## config.mk

```make
export PLATFORM = sky130hd
export DESIGN_NAME = acir_regblk
export DESIGN_NICKNAME = d
export VERILOG_FILES = /design/src/include/acir_pkg.sv /design/src/verilog/acir_regblk.sv /design/src/verilog/acir_setclr.sv /design/src/verilog/acir_sync3.sv
export VERILOG_INCLUDE_DIRS = /design/src /design/src/include
export SDC_FILE = /design/constraint.sdc
export NUM_CORES = 1
export LEC_CHECK = 0
export ABC_AREA = 0
export BUFFER_PORTS_ARGS = -buffer_cell sky130_fd_sc_hd__buf_4
export CAP_MARGIN = 40
export CORE_MARGIN = 4
export CORE_UTILIZATION = 53
export CTS_CLUSTER_SIZE = 10
export DETAILED_ROUTE_END_ITERATION = 6
export HOLD_SLACK_MARGIN = 0.12
export PLACE_DENSITY_LB_ADDON = 0.25
export SLEW_MARGIN = 20
export SYNTH_ARGS = -nofsm -noshare
export SYNTH_HDL_FRONTEND = slang
export SYNTH_SLANG_ARGS = --single-unit
```

## constraint.sdc

```tcl
create_clock -name i_clk -period 4.15 [get_ports i_clk]
set_input_delay 0.83 -clock i_clk [delete_from_list [all_inputs] [get_ports i_clk]]
set_output_delay 0.83 -clock i_clk [all_outputs]
set_load 0.02 [all_outputs]
```

## src/include/acir_regs.svh

```systemverilog
// Purpose: Offsets, field positions and masks of the converter
//          channel and interrupt register block.
// Assumes: Byte addresses on a 32-bit register port.
// Notes:   Definitions only.
`ifndef ACIR_REGS_SVH
`define ACIR_REGS_SVH

`define ACIR_AW            32
`define ACIR_OFF_CH_EN     32'h400b0014
`define ACIR_OFF_CH_DIS    32'h400b0018
`define ACIR_OFF_CH_STAT   32'h400b001c
`define ACIR_OFF_LAST      32'h400b0020
`define ACIR_OFF_IRQ_EN    32'h400b0024
`define ACIR_OFF_IRQ_DIS   32'h400b0028
`define ACIR_OFF_IRQ_MASK  32'h400b002c
`define ACIR_OFF_IRQ_STAT  32'h400b0030
`define ACIR_OFF_CTRL      32'h400b00f0
`define ACIR_NCH           16
`define ACIR_B_RESULT_AVAILABLE_FLAG        24
`define ACIR_B_GENERAL_OVERRUN_FLAG       25
`define ACIR_B_COMPARE_EVENT_FLAG       26
`define ACIR_B_RECEIVE_END_FLAG       27
`define ACIR_B_RECEIVE_BUFFER_FULL_FLAG      28
`define ACIR_B_TEMPERATURE_CHANGE_FLAG     30
`define ACIR_B_CALIBRATION_DONE_FLAG       31
`define ACIR_IRQ_VALID     32'hdf00ffff
`define ACIR_CTRL_WRITE_PROTECT_ENABLE     0
`define ACIR_CTRL_TAG      1
`define ACIR_CTRL_USER_SEQUENCE_MODE     2
`define ACIR_RESULT_CHANNEL_FIELD_LSB      24
`define ACIR_CTRL_MSB      2
`define ACIR_LAST_RESULT_FIELD_MSB     15
`define ACIR_DW            32
`define ACIR_ZERO32        32'h0000_0000
`define ACIR_ZERO16        16'h0000
`define ACIR_ZERO4         4'h0

`endif

```

## src/include/acir_pkg.sv

```systemverilog
// Purpose: Shared types of the converter channel and interrupt block.
// Assumes: Used together with acir_regs.svh.
// Notes:   Types only.
package acir_pkg;
   typedef logic [31:0] acir_word_t;
   typedef logic [15:0] acir_chmask_t;
   typedef logic [3:0]  acir_chnum_t;
   typedef logic [15:0] acir_data_t;
endpackage

```

## src/verilog/acir_regblk.sv

```systemverilog
// Purpose: Channel enable/status, last-result and interrupt flag and
//          mask registers of a sixteen-channel converter controller.
// Assumes: Conversion engine, comparator, DMA counters and calibration
//          run on i_clk and report here by one-cycle pulses or levels.
// Notes:   Only the calibration-running level is treated as asynchronous.
//
// Decided for this implementation: the address-and-strobe port.
`timescale 1ns/100ps
`default_nettype none
`include "acir_regs.svh"

module acir_regblk
   import acir_pkg::*;
(
   input  wire logic                i_clk,       // 125 MHz clock.
   input  wire logic                i_rst,       // Async reset, high.
   input  wire logic                i_ce,        // Clock enable.
   input  wire logic [31:0]         i_addr,      // Register byte address.
   input  wire acir_pkg::acir_word_t i_wdata,    // Write data.
   input  wire logic                i_wr,        // Write strobe.
   input  wire logic                i_rd,        // Read strobe.
   output acir_pkg::acir_word_t     o_rdata,     // Read data, next cycle.
   input  wire logic                i_conv_done, // Conversion end pulse.
   input  wire acir_pkg::acir_chnum_t i_conv_ch, // Converted channel.
   input  wire acir_pkg::acir_data_t i_conv_data, // Converted value.
   input  wire logic                i_ovr_evt,   // General overrun pulse.
   input  wire logic                i_cmp_evt,   // Compare event pulse.
   input  wire logic                i_temp_evt,  // Temperature change pulse.
   input  wire logic                i_rcnt_zero, // Receive counter is zero.
   input  wire logic                i_rncnt_zero, // Next counter is zero.
   input  wire logic                i_rcnt_wr,   // Counter write pulse.
   input  wire logic                i_cal_busy,  // Calibration running.
   input  wire logic                i_cal_req,   // Calibration requested.
   input  wire acir_pkg::acir_chnum_t i_channel_selection,    // Channel selection.
   input  wire logic                i_cdr_rd,    // Selected result read.
   output acir_pkg::acir_chmask_t   o_ch_en,     // Channel/slot enables.
   output logic                     o_user_sequence_mode,      // User sequence mode.
   output logic                     o_irq        // Masked flag summary.
);
   import acir_pkg::*;

   typedef struct packed {
      acir_word_t  rdata;
      acir_data_t  last_result_field;
      acir_chnum_t lch;
      acir_chmask_t eoc;
      logic        result_available_flag;
      logic        general_overrun_flag;
      logic        compare_event_flag;
      logic        temperature_change_flag;
      logic        receive_end_flag;
      logic        rz_prev;
      logic        cal_seen;
      logic [2:0]  ctrl;
   } acir_st_t;

   acir_st_t   st;
   acir_st_t   next_st;
   acir_chmask_t ch_en;
   acir_word_t imask;
   acir_word_t irq_set;
   acir_word_t irq_clr;
   acir_chmask_t ch_set;
   acir_chmask_t ch_clr;
   acir_word_t isr;
   logic       cal_busy_s;
   logic       wr_ok;
   logic       rz_both;
   logic       cal_done;

   // Calibration busy comes from the analog side, so it is synchronised.
   acir_sync3 u_cal_sync (
      .i_clk (i_clk),
      .i_rst (i_rst),
      .i_ce  (i_ce),
      .i_d   (i_cal_busy),
      .o_q   (cal_busy_s)
   );

   assign wr_ok = i_wr & ~st.ctrl[`ACIR_CTRL_WRITE_PROTECT_ENABLE];

   assign ch_set = (wr_ok && i_addr == `ACIR_OFF_CH_EN) ?
                   i_wdata[`ACIR_NCH-1:0] : `ACIR_ZERO16;
   assign ch_clr = (wr_ok && i_addr == `ACIR_OFF_CH_DIS) ?
                   i_wdata[`ACIR_NCH-1:0] : `ACIR_ZERO16;

   acir_setclr #(.W(`ACIR_NCH)) u_ch (
      .i_clk  (i_clk),
      .i_rst  (i_rst),
      .i_ce   (i_ce),
      .i_set  (ch_set),
      .i_clr  (ch_clr),
      .o_bits (ch_en)
   );

   assign irq_set = (i_wr && i_addr == `ACIR_OFF_IRQ_EN) ?
                    (i_wdata & `ACIR_IRQ_VALID) : `ACIR_ZERO32;
   assign irq_clr = (i_wr && i_addr == `ACIR_OFF_IRQ_DIS) ?
                    (i_wdata & `ACIR_IRQ_VALID) : `ACIR_ZERO32;

   acir_setclr #(.W(`ACIR_DW)) u_msk (
      .i_clk  (i_clk),
      .i_rst  (i_rst),
      .i_ce   (i_ce),
      .i_set  (irq_set),
      .i_clr  (irq_clr),
      .o_bits (imask)
   );

   assign rz_both  = i_rcnt_zero & i_rncnt_zero;
   assign cal_done = st.cal_seen & ~cal_busy_s;

   always_comb begin
      isr = `ACIR_ZERO32;
      isr[`ACIR_NCH-1:0]   = st.eoc & ch_en;
      isr[`ACIR_B_RESULT_AVAILABLE_FLAG]    = st.result_available_flag;
      isr[`ACIR_B_GENERAL_OVERRUN_FLAG]   = st.general_overrun_flag;
      isr[`ACIR_B_COMPARE_EVENT_FLAG]   = st.compare_event_flag;
      isr[`ACIR_B_RECEIVE_END_FLAG]   = st.receive_end_flag;
      isr[`ACIR_B_RECEIVE_BUFFER_FULL_FLAG]  = rz_both;
      isr[`ACIR_B_TEMPERATURE_CHANGE_FLAG] = st.temperature_change_flag;
      isr[`ACIR_B_CALIBRATION_DONE_FLAG]   = cal_done;
   end

   // Flag, result and read-data updates. Every flag but receive end and
   // calibration done lets a set in the same cycle as its clear win, so no event is lost.
   always_comb begin
      logic st_rd;
      st_rd = i_rd && i_addr == `ACIR_OFF_IRQ_STAT;
      next_st = st;
      next_st.rz_prev  = i_rcnt_zero;
      if (i_wr && i_addr == `ACIR_OFF_CTRL) begin
         next_st.ctrl = i_wdata[`ACIR_CTRL_MSB:0];
      end
      if (i_cdr_rd) begin
         next_st.eoc[i_channel_selection] = 1'b0;
      end
      if (i_rd && i_addr == `ACIR_OFF_LAST) begin
         next_st.result_available_flag = 1'b0;
      end
      if (st_rd) begin
         next_st.general_overrun_flag   = 1'b0;
         next_st.compare_event_flag   = 1'b0;
         next_st.temperature_change_flag = 1'b0;
      end
      if (i_rcnt_wr) begin
         next_st.receive_end_flag = 1'b0;
      end else if (i_rcnt_zero && !st.rz_prev) begin
         next_st.receive_end_flag = 1'b1;
      end
      if (i_conv_done) begin
         next_st.last_result_field = i_conv_data;
         next_st.lch   = i_conv_ch;
         next_st.result_available_flag  = 1'b1;
         if (ch_en[i_conv_ch]) begin
            next_st.eoc[i_conv_ch] = 1'b1;
         end
      end
      if (i_ovr_evt) begin
         next_st.general_overrun_flag = 1'b1;
      end
      if (i_cmp_evt) begin
         next_st.compare_event_flag = 1'b1;
      end
      if (i_temp_evt) begin
         next_st.temperature_change_flag = 1'b1;
      end
      if (i_cal_req) begin
         next_st.cal_seen = 1'b0;
      end else if (cal_busy_s) begin
         next_st.cal_seen = 1'b1;
      end
      // Read data is defined for every address; unmapped reads give zero.
      next_st.rdata = `ACIR_ZERO32;
      if (i_rd) begin
         case (i_addr)
            `ACIR_OFF_CH_STAT:  next_st.rdata = `ACIR_DW'(ch_en);
            `ACIR_OFF_LAST: begin
               next_st.rdata[`ACIR_LAST_RESULT_FIELD_MSB:0] = st.last_result_field;
               next_st.rdata[`ACIR_RESULT_CHANNEL_FIELD_LSB+3:`ACIR_RESULT_CHANNEL_FIELD_LSB] =
                  st.ctrl[`ACIR_CTRL_TAG] ? st.lch : `ACIR_ZERO4;
            end
            `ACIR_OFF_IRQ_MASK: next_st.rdata = imask;
            `ACIR_OFF_IRQ_STAT: next_st.rdata = isr;
            `ACIR_OFF_CTRL:     next_st.rdata = `ACIR_DW'(st.ctrl);
            default:            next_st.rdata = `ACIR_ZERO32;
         endcase
      end
   end

   always_ff @(posedge i_clk or posedge i_rst) begin
      if (i_rst) begin
         st <= '0;
      end else if (i_ce) begin
         st <= next_st;
      end
   end

   assign o_ch_en = ch_en;
   assign o_user_sequence_mode  = st.ctrl[`ACIR_CTRL_USER_SEQUENCE_MODE];
   assign o_rdata = st.rdata;
   // Masked summary of pending flags for the system interrupt line.
   assign o_irq   = |(isr & imask);
endmodule // acir_regblk
`default_nettype wire

```

## src/verilog/acir_setclr.sv

```systemverilog
// Purpose: Set/clear bit array for enable-style registers.
// Assumes: Set and clear are single-cycle write strobes.
// Notes:   Clear wins where a bit is both set and cleared in one cycle.
`timescale 1ns/100ps
`default_nettype none
`include "acir_regs.svh"
module acir_setclr #(
   parameter int W = 32
) (
   input  wire logic         i_clk,   // Clock.
   input  wire logic         i_rst,   // Async reset, active high.
   input  wire logic         i_ce,    // Clock enable.
   input  wire logic [W-1:0] i_set,   // Bits to set.
   input  wire logic [W-1:0] i_clr,   // Bits to clear.
   output logic      [W-1:0] o_bits   // Held bits.
);
   typedef struct packed {
      logic [W-1:0] bits;
   } acir_sc_t;
   acir_sc_t st;
   acir_sc_t next_st;

   // Each bit is set by a one, cleared by a one, kept by a zero.
   always_comb begin
      next_st = st;
      next_st.bits = (st.bits | i_set) & ~i_clr;
   end

   // State register; reset leaves every bit clear.
   always_ff @(posedge i_clk or posedge i_rst) begin
      if (i_rst) begin
         st <= '0;
      end else if (i_ce) begin
         st <= next_st;
      end
   end

   assign o_bits = st.bits;
endmodule // acir_setclr
`default_nettype wire

```

## src/verilog/acir_sync3.sv

```systemverilog
// Purpose: Three-stage synchroniser for an asynchronous level.
// Assumes: One level per instance.
// Notes:   The output changes only once stages two and three agree.
`timescale 1ns/100ps
`default_nettype none
module acir_sync3 (
   input  wire logic i_clk,   // Clock.
   input  wire logic i_rst,   // Async reset, active high.
   input  wire logic i_ce,    // Clock enable.
   input  wire logic i_d,     // Asynchronous level.
   output logic      o_q      // Filtered synchronous level.
);
   typedef struct packed {
      logic [2:0] sh;
      logic       q;
   } acir_sy_t;
   acir_sy_t st;
   acir_sy_t next_st;

   // Stage one is read only by stage two; the filter sees two and three.
   always_comb begin
      next_st = st;
      next_st.sh = {st.sh[1:0], i_d};
      if (st.sh[2] == st.sh[1]) begin
         next_st.q = st.sh[2];
      end
   end

   // State register.
   always_ff @(posedge i_clk or posedge i_rst) begin
      if (i_rst) begin
         st <= '0;
      end else if (i_ce) begin
         st <= next_st;
      end
   end

   assign o_q = st.q;
endmodule // acir_sync3
`default_nettype wire

```

## Word-level counts from Yosys, hierarchy flattened

Cells that the tools add are included.
W data, S select, Z words.

- Bits in writable memories: 0
- Latch bits: 0
- Register bits after elaboration: 130
- Memory bits (read-only): 0
- Memories: 0
- Logic and storage cells: 101
- Output and inout port bits: 50

- Equality and inequality tests: 10
- Shift-type cells: 0
- Muxes and demuxes: 28
- Div/mod/pow operators: 0
- $lt $le $gt $ge: 4
- Bitwise gates (word level): 16
- $mul: 0
- Reduce and logical (&&, ||, !) cells: 27
- Add/subtract/negate cells: 0

Operator list:

| operator | count |
|---|---|
| $eq A32 B31 Y1 const B | 9 |
| $mux W32 | 3 |
| $pmux W16 S5 | 1 |
| $and A32 B32 Y32 | 2 |
| $mux W16 | 4 |
| $and A16 B16 Y16 | 3 |
| $not A16 Y16 | 2 |
| $not A32 Y32 | 1 |
| $or A16 B16 Y16 | 2 |
| $or A32 B32 Y32 | 1 |
| $reduce_or A32 Y1 | 1 |
| $reduce_and A2 Y1 | 9 |
| $mux W17 | 1 |
| $pmux W4 S3 | 1 |
| $reduce_bool A2 Y1 | 6 |
| $mux W1 | 11 |
| $logic_and A1 B1 Y1 | 10 |
| $lt A4 B5 Y1 const B | 2 |
| $demux W1 S4 | 2 |
| $ge A4 B1 Y1 const B | 2 |
| $mux W8 | 1 |
| $pmux W4 S2 | 1 |
| $bmux W1 S4 | 1 |
| $mux W4 | 1 |
| other kinds (5) | 8 |

## Longest topological paths before layout

- Word-level depth: 10
- Depth in mapped cells: 7
- Gate-level depth less buffers: 5

## By module

A second synthesis with hierarchy kept.

- Cell total of the unflattened synthesis: 667
- Area total of the unflattened synthesis: 7089.3 µm²

Modules (own cells, without submodules):

| module | sequential area each (µm²) | area an instance (µm²) | cells an instance | instances |
|---|---|---|---|---|
| acir_regblk | 1951.9 | 4906.0 | 498 | 1 |
| acir_setclr at u_msk | 800.8 | 1432.6 | 104 | 1 |
| acir_setclr at u_ch | 400.4 | 591.8 | 52 | 1 |
| acir_sync3 | 100.1 | 158.9 | 13 | 1 |

## Worst setup path before layout

OpenSTA, ideal clock, no wires.

- Path type: input to register
- Start point: input port i_addr[21]
- End point: register u_msk.st (netlist bit u_msk.o_bits[8])
- Data arrival time: 2315 ps
- Library setup time: 141 ps
- Cell stages on the path: 7
- Slack: 1694 ps
- Buffers on the path: 2
- Cell sequence: nor4_1 -> nand4_2 -> nor4_4 -> and2_0 -> buf_2 -> buf_4 -> a31oi_1

- Cells in the longest elaborated chain, start to end: 5

Ends and longest elaborated chain:

| element | RTL line | text |
|---|---|---|
| start, declared | acir_regblk.sv:18 | `input wire logic [31:0] i_addr,` |
| $eq A32 B31 Y1 (no source line) | -- |  |
| $logic_and A1 B1 Y1 (no source line) | -- |  |
| $mux W32 (no source line) | -- |  |
| $or A32 B32 Y32 or $not A32 Y32 (tied branches) | acir_setclr.sv:26 | `next_st.bits = (st.bits \| i_set) & ~i_clr;` |
| $and A32 B32 Y32 (*) | acir_setclr.sv:26 |  |
| end signal, assigned | acir_setclr.sv:34 | `st <= next_st;` |
| end, declared | acir_setclr.sv:20 | `acir_sc_t st;` |

Mark *: on every way between the ends. The rest lies on a longest branch, timed or not.
A chain may end at the register's enable or synchronous reset.

## Worst setup path after layout

- Start point: register u_ch.st (netlist bit u_ch.o_bits[9])
- End point: output port o_irq

- Cells in the longest elaborated chain, start to end: 3

Ends and longest elaborated chain:

| element | RTL line | text |
|---|---|---|
| start, declared | acir_setclr.sv:20 |  |
| start signal, assigned | acir_setclr.sv:34 |  |
| $and A16 B16 Y16 | acir_regblk.sv:115 | `` isr[`ACIR_NCH-1:0] = st.eoc & ch_en; `` |
| $and A32 B32 Y32 | acir_regblk.sv:203 | `assign o_irq = \|(isr & imask);` |
| $reduce_or A32 Y1 | acir_regblk.sv:203 |  |
| end, declared | acir_regblk.sv:38 | `output logic o_irq` |

No other way between the ends.

==> flow_summary.ini <==
[die]
dieWidth_um = 113
core_area_um2 = 10800
die_h_um = 113
dieArea_um2 = 12800
pin_count = 153
rows = 38
start_util = 0.541

[clock_network]
cts_tree = done
cts_num_sinks = 112
root_buffer = clkbuf_8
cts_buffers = 9
cts_setup_buffers = 0
h-tree-depth = 3
clk_pin_slew_ns = 0.11
cts_resized = 0
clock_latency_ns = 0.41
ctsHoldBuffers = 0
cts_buffer_depth = 2

[cells_and_area]
multi_input_area_um2 = 2580
seq_area_um2 = 2800
drive_above_1_share = 0.329
area_growth_pct = 19.4
diodes = 0
fill_cells = 903
final_nets = 770
fin_util = 0.646

[synthesis]
yosysMostFrequentCell = dfrtp_1
synthTopCellsByArea = dfrtp_1, mux2_2, a21oi_1
synth_top_family_by_area = compound AO/OA/AOI/OAI gates
synthAdderAreaFrac = 0
synth_cells = 568
synth.area.mux_share = 0.0656
synth_compound_area_frac = 0.235
ys_seq_area_frac = 0.480
ys_ff_latch = 112
synth-xor-area-share = 0
syn_area_um2 = 5840
synth_top_area_cell = dfrtp_1
synth-edff-count = 0
synth_top_area_frac = 0.480
syn_avg_cell_area_um2 = 10.3
ys.flop_type = dfrtp_1
synth_simple_gate_area_share = 0.134
ys_warn_count = 0
synthArstFlopShare = 1.00
synth.distinct_cells = 51
synth_common_cells = dfrtp_1, a21oi_1, a31oi_1, o21ai_0, buf_4

[timing]
min_period_ns = 2.80
fin_ws_ns = 1.35
setup_viol_count_final = 0
rsz0062_at_grt = false
tightest_slew_ns = 0.793
skew_ns = 0.0194
finalCritPeriodShare = 0.675
slew_headroom = 0.470
slew_viol_final = 0
tns_ns = 0
fmax_mhz = 357
finalHoldViolCount = 0

[global_route]
grt-busiest-layer = met2
grt_util_met3 = 0.0679
grt_use_total = 0.270
grt_use_met1 = 0.378
overflow = 0
grt_start_max_net_pins = 51
grt_pass1_vias = 4896
grt_pass1_wl_um = 26700
use_met2 = 0.429
antenna_found_initial = 0

[setup_path]
critPathArrivalTime_ns = 1.97
critPathCaptureType = output pin
cp-start-kind = register
path_class = reg -> out
crit_fanout = 6
crit_required_ns = 3.32

[detailed_routing]
routed_via_density = 6.26
drc = 0
wl_per_cell_um = 21.2
routed_wl_um = 17200
drt-initial-drc-count = 451
vias = 5087
dr.pass1.iters = 5
postRouteAntennaNets = 0

[power]
ir_worst_vdd_mv = 0.268
p_leak_uw = 0.00315
p_per_area_nw_per_um2 = 291

[placed_design]
gp_congestion = 0.917
pre_cts_slack_ns = 1.15
port_buffers = 134
hpwl_um = 12600

[run]
maxCapViolCount = 0

[outcome]
outcome = completed

[hold_path]
hold_class = in -> async
[layout by cell type (no fill, tap or decap), drive strengths merged, types with 2 or more instances in the layout]
cell | Yosys | routed
a22oi | 11 | 11
nand3 | 20 | 20
a222oi | 5 | 5
a41oi | 16 | 16
a22o | 10 | 10
a21o | 10 | 10
or3b | 2 | 2
nand2b | 2 | 2
nor4 | 7 | 7
a2bb2oi | 2 | 2
a32o | 5 | 5
or3 | 2 | 2
and2 | 5 | 5
o21ai | 42 | 42
mux2 | 26 | 26
nand2 | 28 | 28
o22ai | 15 | 15
inv | 20 | 23
and3 | 2 | 2
clkinv | 0 | 2
a31oi | 34 | 34
a221oi | 2 | 2
nor2 | 25 | 25
mux4 | 4 | 4
nor2b | 10 | 10
nand4 | 7 | 7
buf | 50 | 149
a21oi | 52 | 52
nor4b | 5 | 5
conb | 1 | 9
a32oi | 2 | 2
nor3 | 4 | 4
dfrtp | 112 | 112
clkbuf | 19 | 10
nand3b | 7 | 7
[final timing paths]
kind,start,endpoint,slack (ns),cells after the start
min in group i_clk,st[37],o_rdata[7],0.50,2
worst max register to register,st[0],u_ch.o_bits[11],2.46,4
worst max-delay path,u_ch.o_bits[9],o_irq,1.35,5
worst min-delay path,i_rst,st[40],0.38,2
max in group asynchronous,i_rst,st[1],2.87,4
worst min register to register,st[37],o_rdata[7],0.50,2
[where the power goes]
group | switching [uW] | internal [uW]
logic | 116 | 110
registers | 26.8 | 1130
clock network | 412 | 233
total | 555 | 1480
[cell families after synthesis]
family	count (synthesis)
flops	112
mux	30
simple gates	129
buf+inv	89
other cells	1
compound gates	207
[sequential cells by signal, summed over array words and instances (netlist names), 2 cells and up]
signal / count
isr: 5
u_ch.o_bits: 16
o_rdata: 23
u_cal_sync.next_st: 2
st: 40
u_msk.o_bits: 23
[final cells by class]
class | instances | share of cell area
multi-input cells | 375 | 0.370
inverters | 20 | 0.0111
repair buffers | 149 | 0.164
clock buffers | 10 | 0.0183
well taps | 140 | 0.0251
flip-flops and latches | 112 | 0.402
clock inverters | 6 | 0.00880
[stage by stage]
| step | hold WS, ns | instances | area (um^2) | total power (uW) |
|---|---|---|---|---|
| 2_1_floorplan | 0.455 | 576 | 5870 | 1290 |
| 3_3_place_gp | 0.472 | 794 | 6740 | 1390 |
| 3_5_place_dp | 0.482 | 795 | 6770 | 1410 |
| 4_1_cts | 0.376 | 811 | 6960 | 2040 |
| 5_1_grt | 0.388 | 812 | 6970 | 2110 |
| 6_report | 0.377 | 812 | 6970 | 2030 |
[layer usage]
layer | vias up | wire (um)
li1 | 2298 | -
met2 | 230 | 8320
met4 | 0 | 216
met3 | 19 | 1400
met1 | 2540 | 7270
met5 | - | 0
[worst max-delay path, cell delays in order, from the launching register on]
cell and delay (ns):
dfrtp_1 0.51, nand3_1 0.16, nand4_1 0.11, nor4_1 0.42, nand4_1 0.17, buf_4 0.20
(Power assumes the default switching activity.)
